===== config.mk =====
export PLATFORM = sky130hd
export DESIGN_NAME = qpd_decoder
export DESIGN_NICKNAME = d
export VERILOG_FILES = /design/src/design/qpd_pkg.sv /design/src/design/qpd_decoder.sv
export SDC_FILE = /design/constraint.sdc
export NUM_CORES = 1
export LEC_CHECK = 0
export ABC_CLOCK_PERIOD_IN_PS = 3700
export BUFFER_PORTS_ARGS = -buffer_cell sky130_fd_sc_hd__buf_2
export CORE_MARGIN = 1
export CORE_UTILIZATION = 40
export CTS_CLUSTER_DIAMETER = 60
export DETAILED_ROUTE_END_ITERATION = 12
export PLACE_DENSITY_LB_ADDON = 0.25
export SETUP_SLACK_MARGIN = 0.4
export SKIP_CTS_REPAIR_TIMING = 1
export SLEW_MARGIN = 10
export SYNTH_ARGS = -nofsm -noshare
export SYNTH_HDL_FRONTEND = slang
export SYNTH_SLANG_ARGS = --single-unit

===== constraint.sdc =====
create_clock -name sys_clk -period 3.7 [get_ports sys_clk]
set_input_delay 0.74 -clock sys_clk [delete_from_list [all_inputs] [get_ports sys_clk]]
set_output_delay 0.74 -clock sys_clk [all_outputs]
set_load 0.05 [all_outputs]

===== src/design/qpd_pkg.sv =====
package qpd_pkg;
    // frame header layout
    localparam logic [3:0] TYPE_ID = 4'h9;   // arbitrary value, not a real maker code
    localparam int ID_TYPE_LSB = 4;
    localparam int OPC_LSB = 4;
    localparam int RSEL_LSB = 2;
    localparam int TAP_W = 6;
    localparam int NPOT = 4;
    localparam int NREG = 4;
    // opcodes
    localparam logic [3:0] OP_RD_WIPER = 4'h9;
    localparam logic [3:0] OP_WR_WIPER = 4'hA;
    localparam logic [3:0] OP_RD_SET = 4'hB;
    localparam logic [3:0] OP_WR_SET = 4'hC;
    localparam logic [3:0] OP_SET2WIP = 4'hD;
    localparam logic [3:0] OP_WIP2SET = 4'hE;
    localparam logic [3:0] OP_G_SET2WIP = 4'h1;
    localparam logic [3:0] OP_G_WIP2SET = 4'h8;
    localparam logic [3:0] OP_STEP = 4'h2;
    localparam logic [7:0] INSTR_STATUS = 8'h51;
    // timing
    localparam int CLK_MHZ = 50;
    localparam int NV_WRITE_MS = 10;
    localparam int NV_WRITE_CYC = NV_WRITE_MS * 1000 * CLK_MHZ;
    localparam int LOAD_DELAY_US = 10;
    localparam int LOAD_DELAY_CYC = LOAD_DELAY_US * CLK_MHZ;

    typedef struct packed {
        logic [3:0] opc;
        logic [1:0] rsel;
        logic [1:0] psel;
    } qpd_instr_t;
endpackage


===== src/design/qpd_decoder.sv =====
// Notes on behaviour
// - first byte after select fall is id; upper nibble must match type code
// - id low two bits must equal the two address straps
// - instruction: opcode nibble, register select pair, pot select pair
// - opcode values decode reads, writes, copies, global copies and stepping
// - copy instructions end after the instruction byte, no data byte
// - setting-to-wiper copy loads wiper after a bounded load delay
// - nonvolatile store starts at select rise after a full frame, busy for write time
// - global copies act on all four pots with the chosen register
// - read/write wiper, setting and status are three-byte frames
// - data byte: top two bits zero, six tap bits msb first
// - read wiper shifts out current tap of the selected pot
// - read setting shifts out the addressed setting register
// - write wiper loads the six bits into the selected wiper
// - write setting captures value, store starts at select rise
// - status instruction returns busy flag in bit zero, others zero
// - step: clock high with input high moves wiper up one
// - step: clock high with input low moves wiper down one
// - sample input on rising clock, drive output on falling, release when deselected
// - pause input low with clock low freezes the frame until released
// - after reset each wiper loads setting zero of its pot
// - write-protect low blocks nonvolatile writes
`timescale 1ns/1ps
`default_nettype none
module qpd_decoder #(
    parameter int NV_CYC = qpd_pkg::NV_WRITE_CYC,
    parameter int LOAD_CYC = qpd_pkg::LOAD_DELAY_CYC
) (
    // clock and reset
    input wire logic sys_clk,
    input wire logic sys_rst,
    // serial pins
    input wire logic sck,
    input wire logic si,
    input wire logic cs_n,
    input wire logic hold_n,
    output logic so_o,
    output logic so_oe,
    // straps
    input wire logic addr_strap_0,
    input wire logic addr_strap_1,
    input wire logic wp_n,
    // tap outputs and write busy flag
    output logic [4*6-1:0] wiper_tap,
    output logic write_busy
);
    localparam int TW = qpd_pkg::TAP_W;
    localparam int ID_TYPE_L = qpd_pkg::ID_TYPE_LSB;

    // ----------------------------------------
    // input synchronisers
    // ----------------------------------------
    logic [2:0] sck_s, si_s, cs_s, hold_s, wp_s;
    logic sck_q, cs_q, hold_q, si_q, wp_q;
    // three stages; a change counts once stages two and three agree
    always_ff @(posedge sys_clk) begin
        if (sys_rst) begin
            sck_s <= 3'h0;
            si_s <= 3'h0;
            cs_s <= 3'h7;
            hold_s <= 3'h7;
            wp_s <= 3'h7;
        end else begin
            sck_s <= {sck_s[1:0], sck};
            si_s <= {si_s[1:0], si};
            cs_s <= {cs_s[1:0], cs_n};
            hold_s <= {hold_s[1:0], hold_n};
            wp_s <= {wp_s[1:0], wp_n};
        end
    end
    // filtered levels
    always_ff @(posedge sys_clk) begin
        if (sys_rst) begin
            sck_q <= 1'b0;
            cs_q <= 1'b1;
            hold_q <= 1'b1;
            wp_q <= 1'b1;
            si_q <= 1'b0;
        end else begin
            if (sck_s[1] == sck_s[2]) sck_q <= sck_s[2];
            if (cs_s[1] == cs_s[2]) cs_q <= cs_s[2];
            if (si_s[1] == si_s[2]) si_q <= si_s[2];
            if (wp_s[1] == wp_s[2]) wp_q <= wp_s[2];
            if ((hold_s[1] == hold_s[2]) && !sck_q) hold_q <= hold_s[2];
        end
    end
    logic new_sck, sck_rise, sck_fall, cs_fall, cs_rise;
    assign new_sck = (sck_s[1] == sck_s[2]) ? sck_s[2] : sck_q;
    assign sck_rise = new_sck && !sck_q && hold_q && !cs_q;
    assign sck_fall = !new_sck && sck_q && hold_q && !cs_q;
    assign cs_fall = (cs_s[1] == cs_s[2]) && !cs_s[2] && cs_q;
    assign cs_rise = (cs_s[1] == cs_s[2]) && cs_s[2] && !cs_q;

    // ----------------------------------------
    // frame state
    // ----------------------------------------
    typedef enum logic [2:0] {S_IDLE, S_ID, S_INS, S_DATA, S_STEP, S_DONE, S_IGN} qpd_st_t;
    qpd_st_t st_q;
    logic [2:0] bit_q;
    logic [7:0] sh_q;
    logic [7:0] rx_byte;
    qpd_pkg::qpd_instr_t ins_q;
    qpd_pkg::qpd_instr_t rx_ins;
    logic byte_end;
    assign rx_byte = {sh_q[6:0], si_q};
    assign rx_ins = rx_byte;
    assign byte_end = sck_rise && (bit_q == 3'd7);

    logic [TW-1:0] wiper_q [qpd_pkg::NPOT];
    logic [TW-1:0] nvreg_q [qpd_pkg::NPOT][qpd_pkg::NREG];
    logic busy_q;

    // three-byte opcodes and two-byte copies
    function automatic logic is_three(input logic [7:0] b);
        qpd_pkg::qpd_instr_t i;
        i = b;
        return (i.opc == qpd_pkg::OP_RD_WIPER) || (i.opc == qpd_pkg::OP_WR_WIPER)
            || (i.opc == qpd_pkg::OP_RD_SET) || (i.opc == qpd_pkg::OP_WR_SET)
            || (b == qpd_pkg::INSTR_STATUS);
    endfunction
    function automatic logic is_copy(input logic [3:0] o);
        return (o == qpd_pkg::OP_SET2WIP) || (o == qpd_pkg::OP_WIP2SET)
            || (o == qpd_pkg::OP_G_SET2WIP) || (o == qpd_pkg::OP_G_WIP2SET);
    endfunction

    // bit counter and shift register
    always_ff @(posedge sys_clk) begin
        if (sys_rst || cs_fall) begin
            bit_q <= 3'd0;
            sh_q <= 8'h00;
        end else if (sck_rise) begin
            bit_q <= bit_q + 3'd1;
            sh_q <= rx_byte;
        end
    end

    // frame sequencer
    always_ff @(posedge sys_clk) begin
        if (sys_rst) begin
            st_q <= S_IDLE;
            ins_q <= '0;
        end else if (cs_fall) begin
            st_q <= S_ID;
        end else if (cs_q) begin
            st_q <= S_IDLE;
        end else if (byte_end) begin
            unique case (st_q)
                S_ID: begin
                    if (rx_byte[7:ID_TYPE_L] == qpd_pkg::TYPE_ID
                        && rx_byte[1:0] == {addr_strap_1, addr_strap_0})
                        st_q <= S_INS;
                    else
                        st_q <= S_IGN;
                end
                S_INS: begin
                    ins_q <= rx_ins;
                    if (is_three(rx_byte)) st_q <= S_DATA;
                    else if (rx_ins.opc == qpd_pkg::OP_STEP) st_q <= S_STEP;
                    else if (is_copy(rx_ins.opc)) st_q <= S_DONE;
                    else st_q <= S_IGN;
                end
                S_DATA: st_q <= S_DONE;
                S_STEP: st_q <= S_STEP;
                S_DONE: st_q <= S_IGN; // extra bytes void the frame
                S_IGN: st_q <= S_IGN;
                S_IDLE: st_q <= S_IDLE;
            endcase
        end
    end

    // ----------------------------------------
    // serial output
    // ----------------------------------------
    logic [7:0] tx_q;
    logic [7:0] rd_val;
    always_comb begin
        rd_val = 8'h00;
        if (ins_q == qpd_pkg::INSTR_STATUS) rd_val = {7'h00, busy_q};
        else if (ins_q.opc == qpd_pkg::OP_RD_WIPER) rd_val = {2'b00, wiper_q[ins_q.psel]};
        else if (ins_q.opc == qpd_pkg::OP_RD_SET)
            rd_val = {2'b00, nvreg_q[ins_q.psel][ins_q.rsel]};
    end
    logic tx_en_q;
    // shifter loads at instruction end, shifts on falling edges
    always_ff @(posedge sys_clk) begin
        if (sys_rst || cs_q) begin
            tx_q <= 8'h00;
            tx_en_q <= 1'b0;
            so_o <= 1'b0;
        end else if (sck_fall && st_q == S_DATA && bit_q == 3'd0) begin
            tx_en_q <= 1'b1;
            so_o <= rd_val[7];
            tx_q <= {rd_val[6:0], 1'b0};
        end else if (sck_fall && tx_en_q && st_q == S_DATA) begin
            so_o <= tx_q[7];
            tx_q <= {tx_q[6:0], 1'b0};
        end
    end
    // released when deselected or paused; only reads drive
    assign so_oe = !cs_q && hold_q && tx_en_q && st_q == S_DATA
        && (ins_q.opc == qpd_pkg::OP_RD_WIPER || ins_q.opc == qpd_pkg::OP_RD_SET
        || ins_q == qpd_pkg::INSTR_STATUS);

    // ----------------------------------------
    // commit at select rise
    // ----------------------------------------
    logic [7:0] data_q;
    always_ff @(posedge sys_clk) begin
        if (sys_rst) data_q <= 8'h00;
        else if (byte_end && st_q == S_DATA) data_q <= rx_byte;
    end
    logic done_ok;
    assign done_ok = cs_rise && st_q == S_DONE;
    logic nv_go;
    assign nv_go = done_ok && wp_q && !busy_q
        && (ins_q.opc == qpd_pkg::OP_WR_SET || ins_q.opc == qpd_pkg::OP_WIP2SET
        || ins_q.opc == qpd_pkg::OP_G_WIP2SET);

    // nonvolatile write timer
    logic [31:0] nv_cnt_q;
    always_ff @(posedge sys_clk) begin
        if (sys_rst) begin
            busy_q <= 1'b0;
            nv_cnt_q <= 32'h0;
        end else if (nv_go) begin
            busy_q <= 1'b1;
            nv_cnt_q <= 32'(NV_CYC - 1);
        end else if (busy_q) begin
            if (nv_cnt_q == 32'h0) busy_q <= 1'b0;
            else nv_cnt_q <= nv_cnt_q - 32'h1;
        end
    end
    assign write_busy = busy_q;

    // pending store captured at select rise
    qpd_pkg::qpd_instr_t nv_ins_q;
    logic [TW-1:0] nv_val_q [qpd_pkg::NPOT];
    always_ff @(posedge sys_clk) begin
        if (sys_rst) nv_ins_q <= '0;
        else if (nv_go) begin
            nv_ins_q <= ins_q;
            for (int p = 0; p < qpd_pkg::NPOT; p++)
                nv_val_q[p] <= (ins_q.opc == qpd_pkg::OP_WR_SET) ? data_q[TW-1:0] : wiper_q[p];
        end
    end
    // setting array updates when the write cycle finishes
    always_ff @(posedge sys_clk) begin
        if (busy_q && nv_cnt_q == 32'h0) begin
            for (int p = 0; p < qpd_pkg::NPOT; p++)
                if (nv_ins_q.opc == qpd_pkg::OP_G_WIP2SET || p == int'(nv_ins_q.psel))
                    nvreg_q[p][nv_ins_q.rsel] <= nv_val_q[p];
        end
    end

    // ----------------------------------------
    // wiper registers
    // ----------------------------------------
    logic load_go, load_pend_q, init_q;
    logic [31:0] load_cnt_q;
    qpd_pkg::qpd_instr_t load_ins_q;
    assign load_go = done_ok
        && (ins_q.opc == qpd_pkg::OP_SET2WIP || ins_q.opc == qpd_pkg::OP_G_SET2WIP);
    // load delay timer
    always_ff @(posedge sys_clk) begin
        if (sys_rst) begin
            load_pend_q <= 1'b0;
            load_cnt_q <= 32'h0;
            load_ins_q <= '0;
        end else if (load_go) begin
            load_pend_q <= 1'b1;
            load_cnt_q <= 32'(LOAD_CYC - 1);
            load_ins_q <= ins_q;
        end else if (load_pend_q) begin
            if (load_cnt_q == 32'h0) load_pend_q <= 1'b0;
            else load_cnt_q <= load_cnt_q - 32'h1;
        end
    end
    logic step_ev;
    assign step_ev = sck_rise && st_q == S_STEP;
    // wiper update: init, copy, write, step
    always_ff @(posedge sys_clk) begin
        if (sys_rst) begin
            init_q <= 1'b1;
        end else begin
            init_q <= 1'b0;
            for (int p = 0; p < qpd_pkg::NPOT; p++) begin
                if (init_q) wiper_q[p] <= nvreg_q[p][0];
                else if (load_pend_q && load_cnt_q == 32'h0
                    && (load_ins_q.opc == qpd_pkg::OP_G_SET2WIP || p == int'(load_ins_q.psel)))
                    wiper_q[p] <= nvreg_q[p][load_ins_q.rsel];
                else if (done_ok && ins_q.opc == qpd_pkg::OP_WR_WIPER && p == int'(ins_q.psel))
                    wiper_q[p] <= data_q[TW-1:0];
                else if (step_ev && p == int'(ins_q.psel)) begin
                    if (si_q && wiper_q[p] != 6'h3F) wiper_q[p] <= wiper_q[p] + 6'h01;
                    else if (!si_q && wiper_q[p] != 6'h00) wiper_q[p] <= wiper_q[p] - 6'h01;
                end
            end
        end
    end
    for (genvar g = 0; g < qpd_pkg::NPOT; g++) begin : g_tap
        assign wiper_tap[g*TW +: TW] = wiper_q[g];
    end

    // ----------------------------------------
    // checks
    // ----------------------------------------
    property p_busy_start;
        @(posedge sys_clk) disable iff (sys_rst) nv_go |=> busy_q;
    endproperty
    a_busy_start: assert property (p_busy_start) else $error("busy not set");
    property p_wp_block;
        @(posedge sys_clk) disable iff (sys_rst) !wp_q |-> !nv_go;
    endproperty
    a_wp_block: assert property (p_wp_block) else $error("store under protect");
    property p_short_frame;
        @(posedge sys_clk) disable iff (sys_rst) (cs_rise && st_q != S_DONE) |-> !nv_go && !load_go;
    endproperty
    a_short_frame: assert property (p_short_frame) else $error("short frame acted");
    property p_so_off;
        @(posedge sys_clk) disable iff (sys_rst) cs_q |-> !so_oe;
    endproperty
    a_so_off: assert property (p_so_off) else $error("output driven deselected");
    property p_step_up;
        @(posedge sys_clk) disable iff (sys_rst)
            (step_ev && si_q && !load_pend_q && wiper_q[ins_q.psel] != 6'h3F)
            |=> wiper_q[ins_q.psel] == $past(wiper_q[ins_q.psel]) + 6'h01;
    endproperty
    a_step_up: assert property (p_step_up) else $error("step up wrong");
    property p_step_sat;
        @(posedge sys_clk) disable iff (sys_rst)
            (step_ev && !si_q && wiper_q[ins_q.psel] == 6'h00 && !load_pend_q)
            |=> wiper_q[ins_q.psel] == 6'h00;
    endproperty
    a_step_sat: assert property (p_step_sat) else $error("step wrapped");
    property p_bad_id;
        @(posedge sys_clk) disable iff (sys_rst)
            (byte_end && st_q == S_ID && rx_byte[1:0] != {addr_strap_1, addr_strap_0})
            |=> st_q == S_IGN;
    endproperty
    a_bad_id: assert property (p_bad_id) else $error("foreign id accepted");
    property p_status;
        @(posedge sys_clk) disable iff (sys_rst)
            (ins_q == qpd_pkg::INSTR_STATUS && sck_fall && st_q == S_DATA && bit_q != 3'd7)
            |=> !so_o;
    endproperty
    a_status: assert property (p_status) else $error("status upper bits set");
endmodule // qpd_decoder
`default_nettype wire


==> results.md <==
* R2r startpoint: nv_cnt_q[15]
* Worst setup endpoint: so_oe
* Switching Share at 21.4%
* Top cells by area, synth: edfxtp_1 (29%), dfxtp_1 (19%), mux4_2 (9.0%)
* Cells after synthesis at 1,379
* Initial drt markers at 1,155
* CP Capture Type: output pin
* Max Cap Viol at 0
* Fmax at 330 MHz
* Most frequent cells in the layout: edfxtp_1 (144), dfxtp_1 (139), nor2_1 (136)
* Initial core utilization at 41.1%
* Hpwl dp at 32,500 um
* Seq/Total Area, Yosys at 48.4%
* Vias in the first global route at 11,100
* Share of cells above drive strength 1 at 18.3%
* FF+latch count, synth at 285
* Fin nets at 1,453
* Root Buffer Master: clkbuf_16
* CP max FO at 9
* Num CTS Buffers at 34
* Fin util at 46.6%
* Final Setup Violations at 0
* Fin crit period at 3.03 ns
* Status: completed
* Routed via count at 11,600
* Synthesis-to-finish area growth at 13.4%
* Vias per Instance at 6.10
* IR drop worst, VDD at 0.265 mV
* Maximum buffer depth of the clock tree at 3
* Global placer's final weighted congestion at 1.03
* Std cell rows at 69
* CP Launch Type: flop
* Die height at 194 um
* Post-synth cell types at 85
* Core Region at 35,900 um2
* CTS tree: built
* Final period utilization at 82.0%
* Reg2Reg Depth at 6
* CTS sink count at 285
* Comb pwr share at 1.9%
* First-pass GRT wire length at 67,700 um
* Sequential power share at 49.1%
* Slowest-stage cell, CP: nor4b_1
* FILL cells at 3,345
* Asr flop ratio synth at 0%
* I/O pin total at 36
* Remaining antenna violation count after routing at 0
* Largest stage delay, worst path at 0.63 ns
* # DRC at 0
* Largest net degree at the start of global routing at 59
* Die X at 194 um
* Worst skew pair latency at 0.53 ns
* Syn nets at 1,408
* Power Density at 407 nW/um2
* Critical path class: reg -> out
* Worst setup startpoint: ins_q[6]
* Synthesis Warnings at 0
* Slew at the pin closest to its max-slew limit at 0.970 ns
* Routed length per instance at 23.3 um
* Unrepaired setup endpoints after global routing: false
* Int Power at 5.35 mW
* Post-synth top area share at 29.3%
* WP data required at 2.96 ns
* Hold Vio Cnt, Final at 0
* Worst R2R End: nvreg_q[1][4]
* Die area at 37,700 um2
* Worst path arrival time at 2.29 ns
* Initial antenna violation count at 0
* Most common cell after layout, fill and taps aside: edfxtp_1
* Clk slew on worst S/H paths at 0.06 ns
* Slew margin rel. at 35.2%
* CP Cell Sequence: nor4b_1, nand3_1, a21oi_1, buf_2
* Hold WC Path Type: reg -> reg
* Sw Pwr at 1.46 mW
* Final setup TNS at 0 ns
* Global-route congestion overflow total at 0
* Hold WS at 0.408 ns
* Largest area contributor in the netlist: edfxtp_1
* Synth Cell Area at 14,800 um2
* Clock power share at 49.0%
* CTS H-tree lvls at 2
* ANT cells at 0
* Reg area at 7150 um2
* Buffers added on ports at 35
* Area occupied by multi-input gates at 7200 um2
* Syn Area/Cell at 10.7 um2
* Primary FF master, synth: edfxtp_1
* Layout Skew at 0.0290 ns
* LEAKAGE at 5.69 nW
* Pre-antenna DRT Iters at 6
* Fin. max-slew vios at 0
* R2R setup slack at 0.68 ns
* Final Routed Wirelength at 44,500 um
* Post-synth EDFFs at 144
* GRT Total Usage at 23.5%
[area by class of cell]
type	instances	area share (%)
multi-input cells	984	43.0
inverters	30	0.673
clock inverters	11	0.748
repair buffers	89	3.47
flip-flops and latches	285	42.7
clock buffers	49	5.91
well taps	461	3.45
[cell families after synthesis]
family | Yosys count | share of synthesized area [%]
muxes | 106 | 12.3
adders and majority gates | 20 | 1.70
AOI/OAI and AO/OA | 235 | 10.6
xor gates and xnor gates | 59 | 3.50
buffers and inverters | 110 | 2.99
DFF | 285 | 48.4
and+or+nand+nor | 564 | 20.5
[worst min path at each step]
stage,slack (ns),cells after the start,startpoint,to
floorplan,0.39,1,cs_s[0],cs_s[1]
CTS,0.39,2,hold_n,hold_s[0]
global route,0.41,2,hold_n,hold_s[0]
detailed placement,0.40,1,hold_s[0],hold_s[1]
finish,0.41,1,hold_s[0],hold_s[1]
global placement,0.40,1,hold_s[0],hold_s[1]
[Yosys cell counts (5+ instances only)]
cell      instances
nor4_1           30
nand3b_1          8
mux2_2           11
and3_1           10
o31a_1            5
a311oi_1          5
buf_2            13
a31oi_1           6
inv_1            30
dfxtp_1         141
buf_1             6
nand4_1          17
a21o_1            6
o21ai_0          53
ha_1             20
o22ai_1           7
a22oi_1           6
nor3_2            6
o31ai_1          10
nand3_1          58
nor4b_1          10
a211oi_1          9
o211ai_1         12
nor2_1          137
mux4_2           59
nand2_1         120
nor2b_1          20
mux2i_1          35
edfxtp_1        144
xor2_1           31
nor3_1           42
and4_1            5
nand2b_1         22
a21oi_1          69
or3_1            16
or4_1            15
nor3b_1           5
clkbuf_1         58
xnor2_1          28
or2_2            16
[power by group through the flow]
stage	sequential [mW]	clock [mW]	combinational, mW
finish	3.34	3.34	0.131
global route	3.34	3.51	0.141
CTS	3.34	3.40	0.131
detailed placement	3.41	0	0.130
global placement	3.41	0	0.130
floorplan	3.41	0	0.0743
[metal layers]
layer | vias to the layer above | global-route usage [%] | share of wire (%)
met5 | - | 0 | 0
met4 | 0 | 11.9 | 5.0
met3 | 118 | 4.89 | 9.0
met2 | 585 | 37.6 | 46
met1 | 5643 | 30.1 | 40
li1 | 5292 | - | -
[critical path: cells and delay by family (launching register included)]
family / cells / cell delay, ns
compound gates: 1 / 0.17
buf+inv: 1 / 0.28
flops: 1 / 0.54
simple gates: 2 / 0.80
[sequential cells by signal, indices dropped and copies added, names as in the netlist, 8 cells and up, named ones only]
name and cells:
nvreg_q 96, load_cnt_q 32, nv_cnt_q 32, nv_val_q 24
wiper_q 24, ins_q 8, load_ins_q 8, nv_ins_q 8
[stage by stage]
| step | setup WS [ns] | total power [mW] | std cells | cell area (um2) |
|---|---|---|---|---|
| 2_1_floorplan | 0.405 | 3.49 | 1379 | 14800 |
| 3_3_place_gp | 0.636 | 3.54 | 1849 | 15600 |
| 3_5_place_dp | 0.602 | 3.54 | 1849 | 15600 |
| 4_1_cts | 0.557 | 6.87 | 1909 | 16700 |
| 5_1_grt | 0.523 | 6.99 | 1909 | 16700 |
| 6_report | 0.667 | 6.81 | 1909 | 16700 |
No activity file was read; power rests on OpenSTA's default activity.
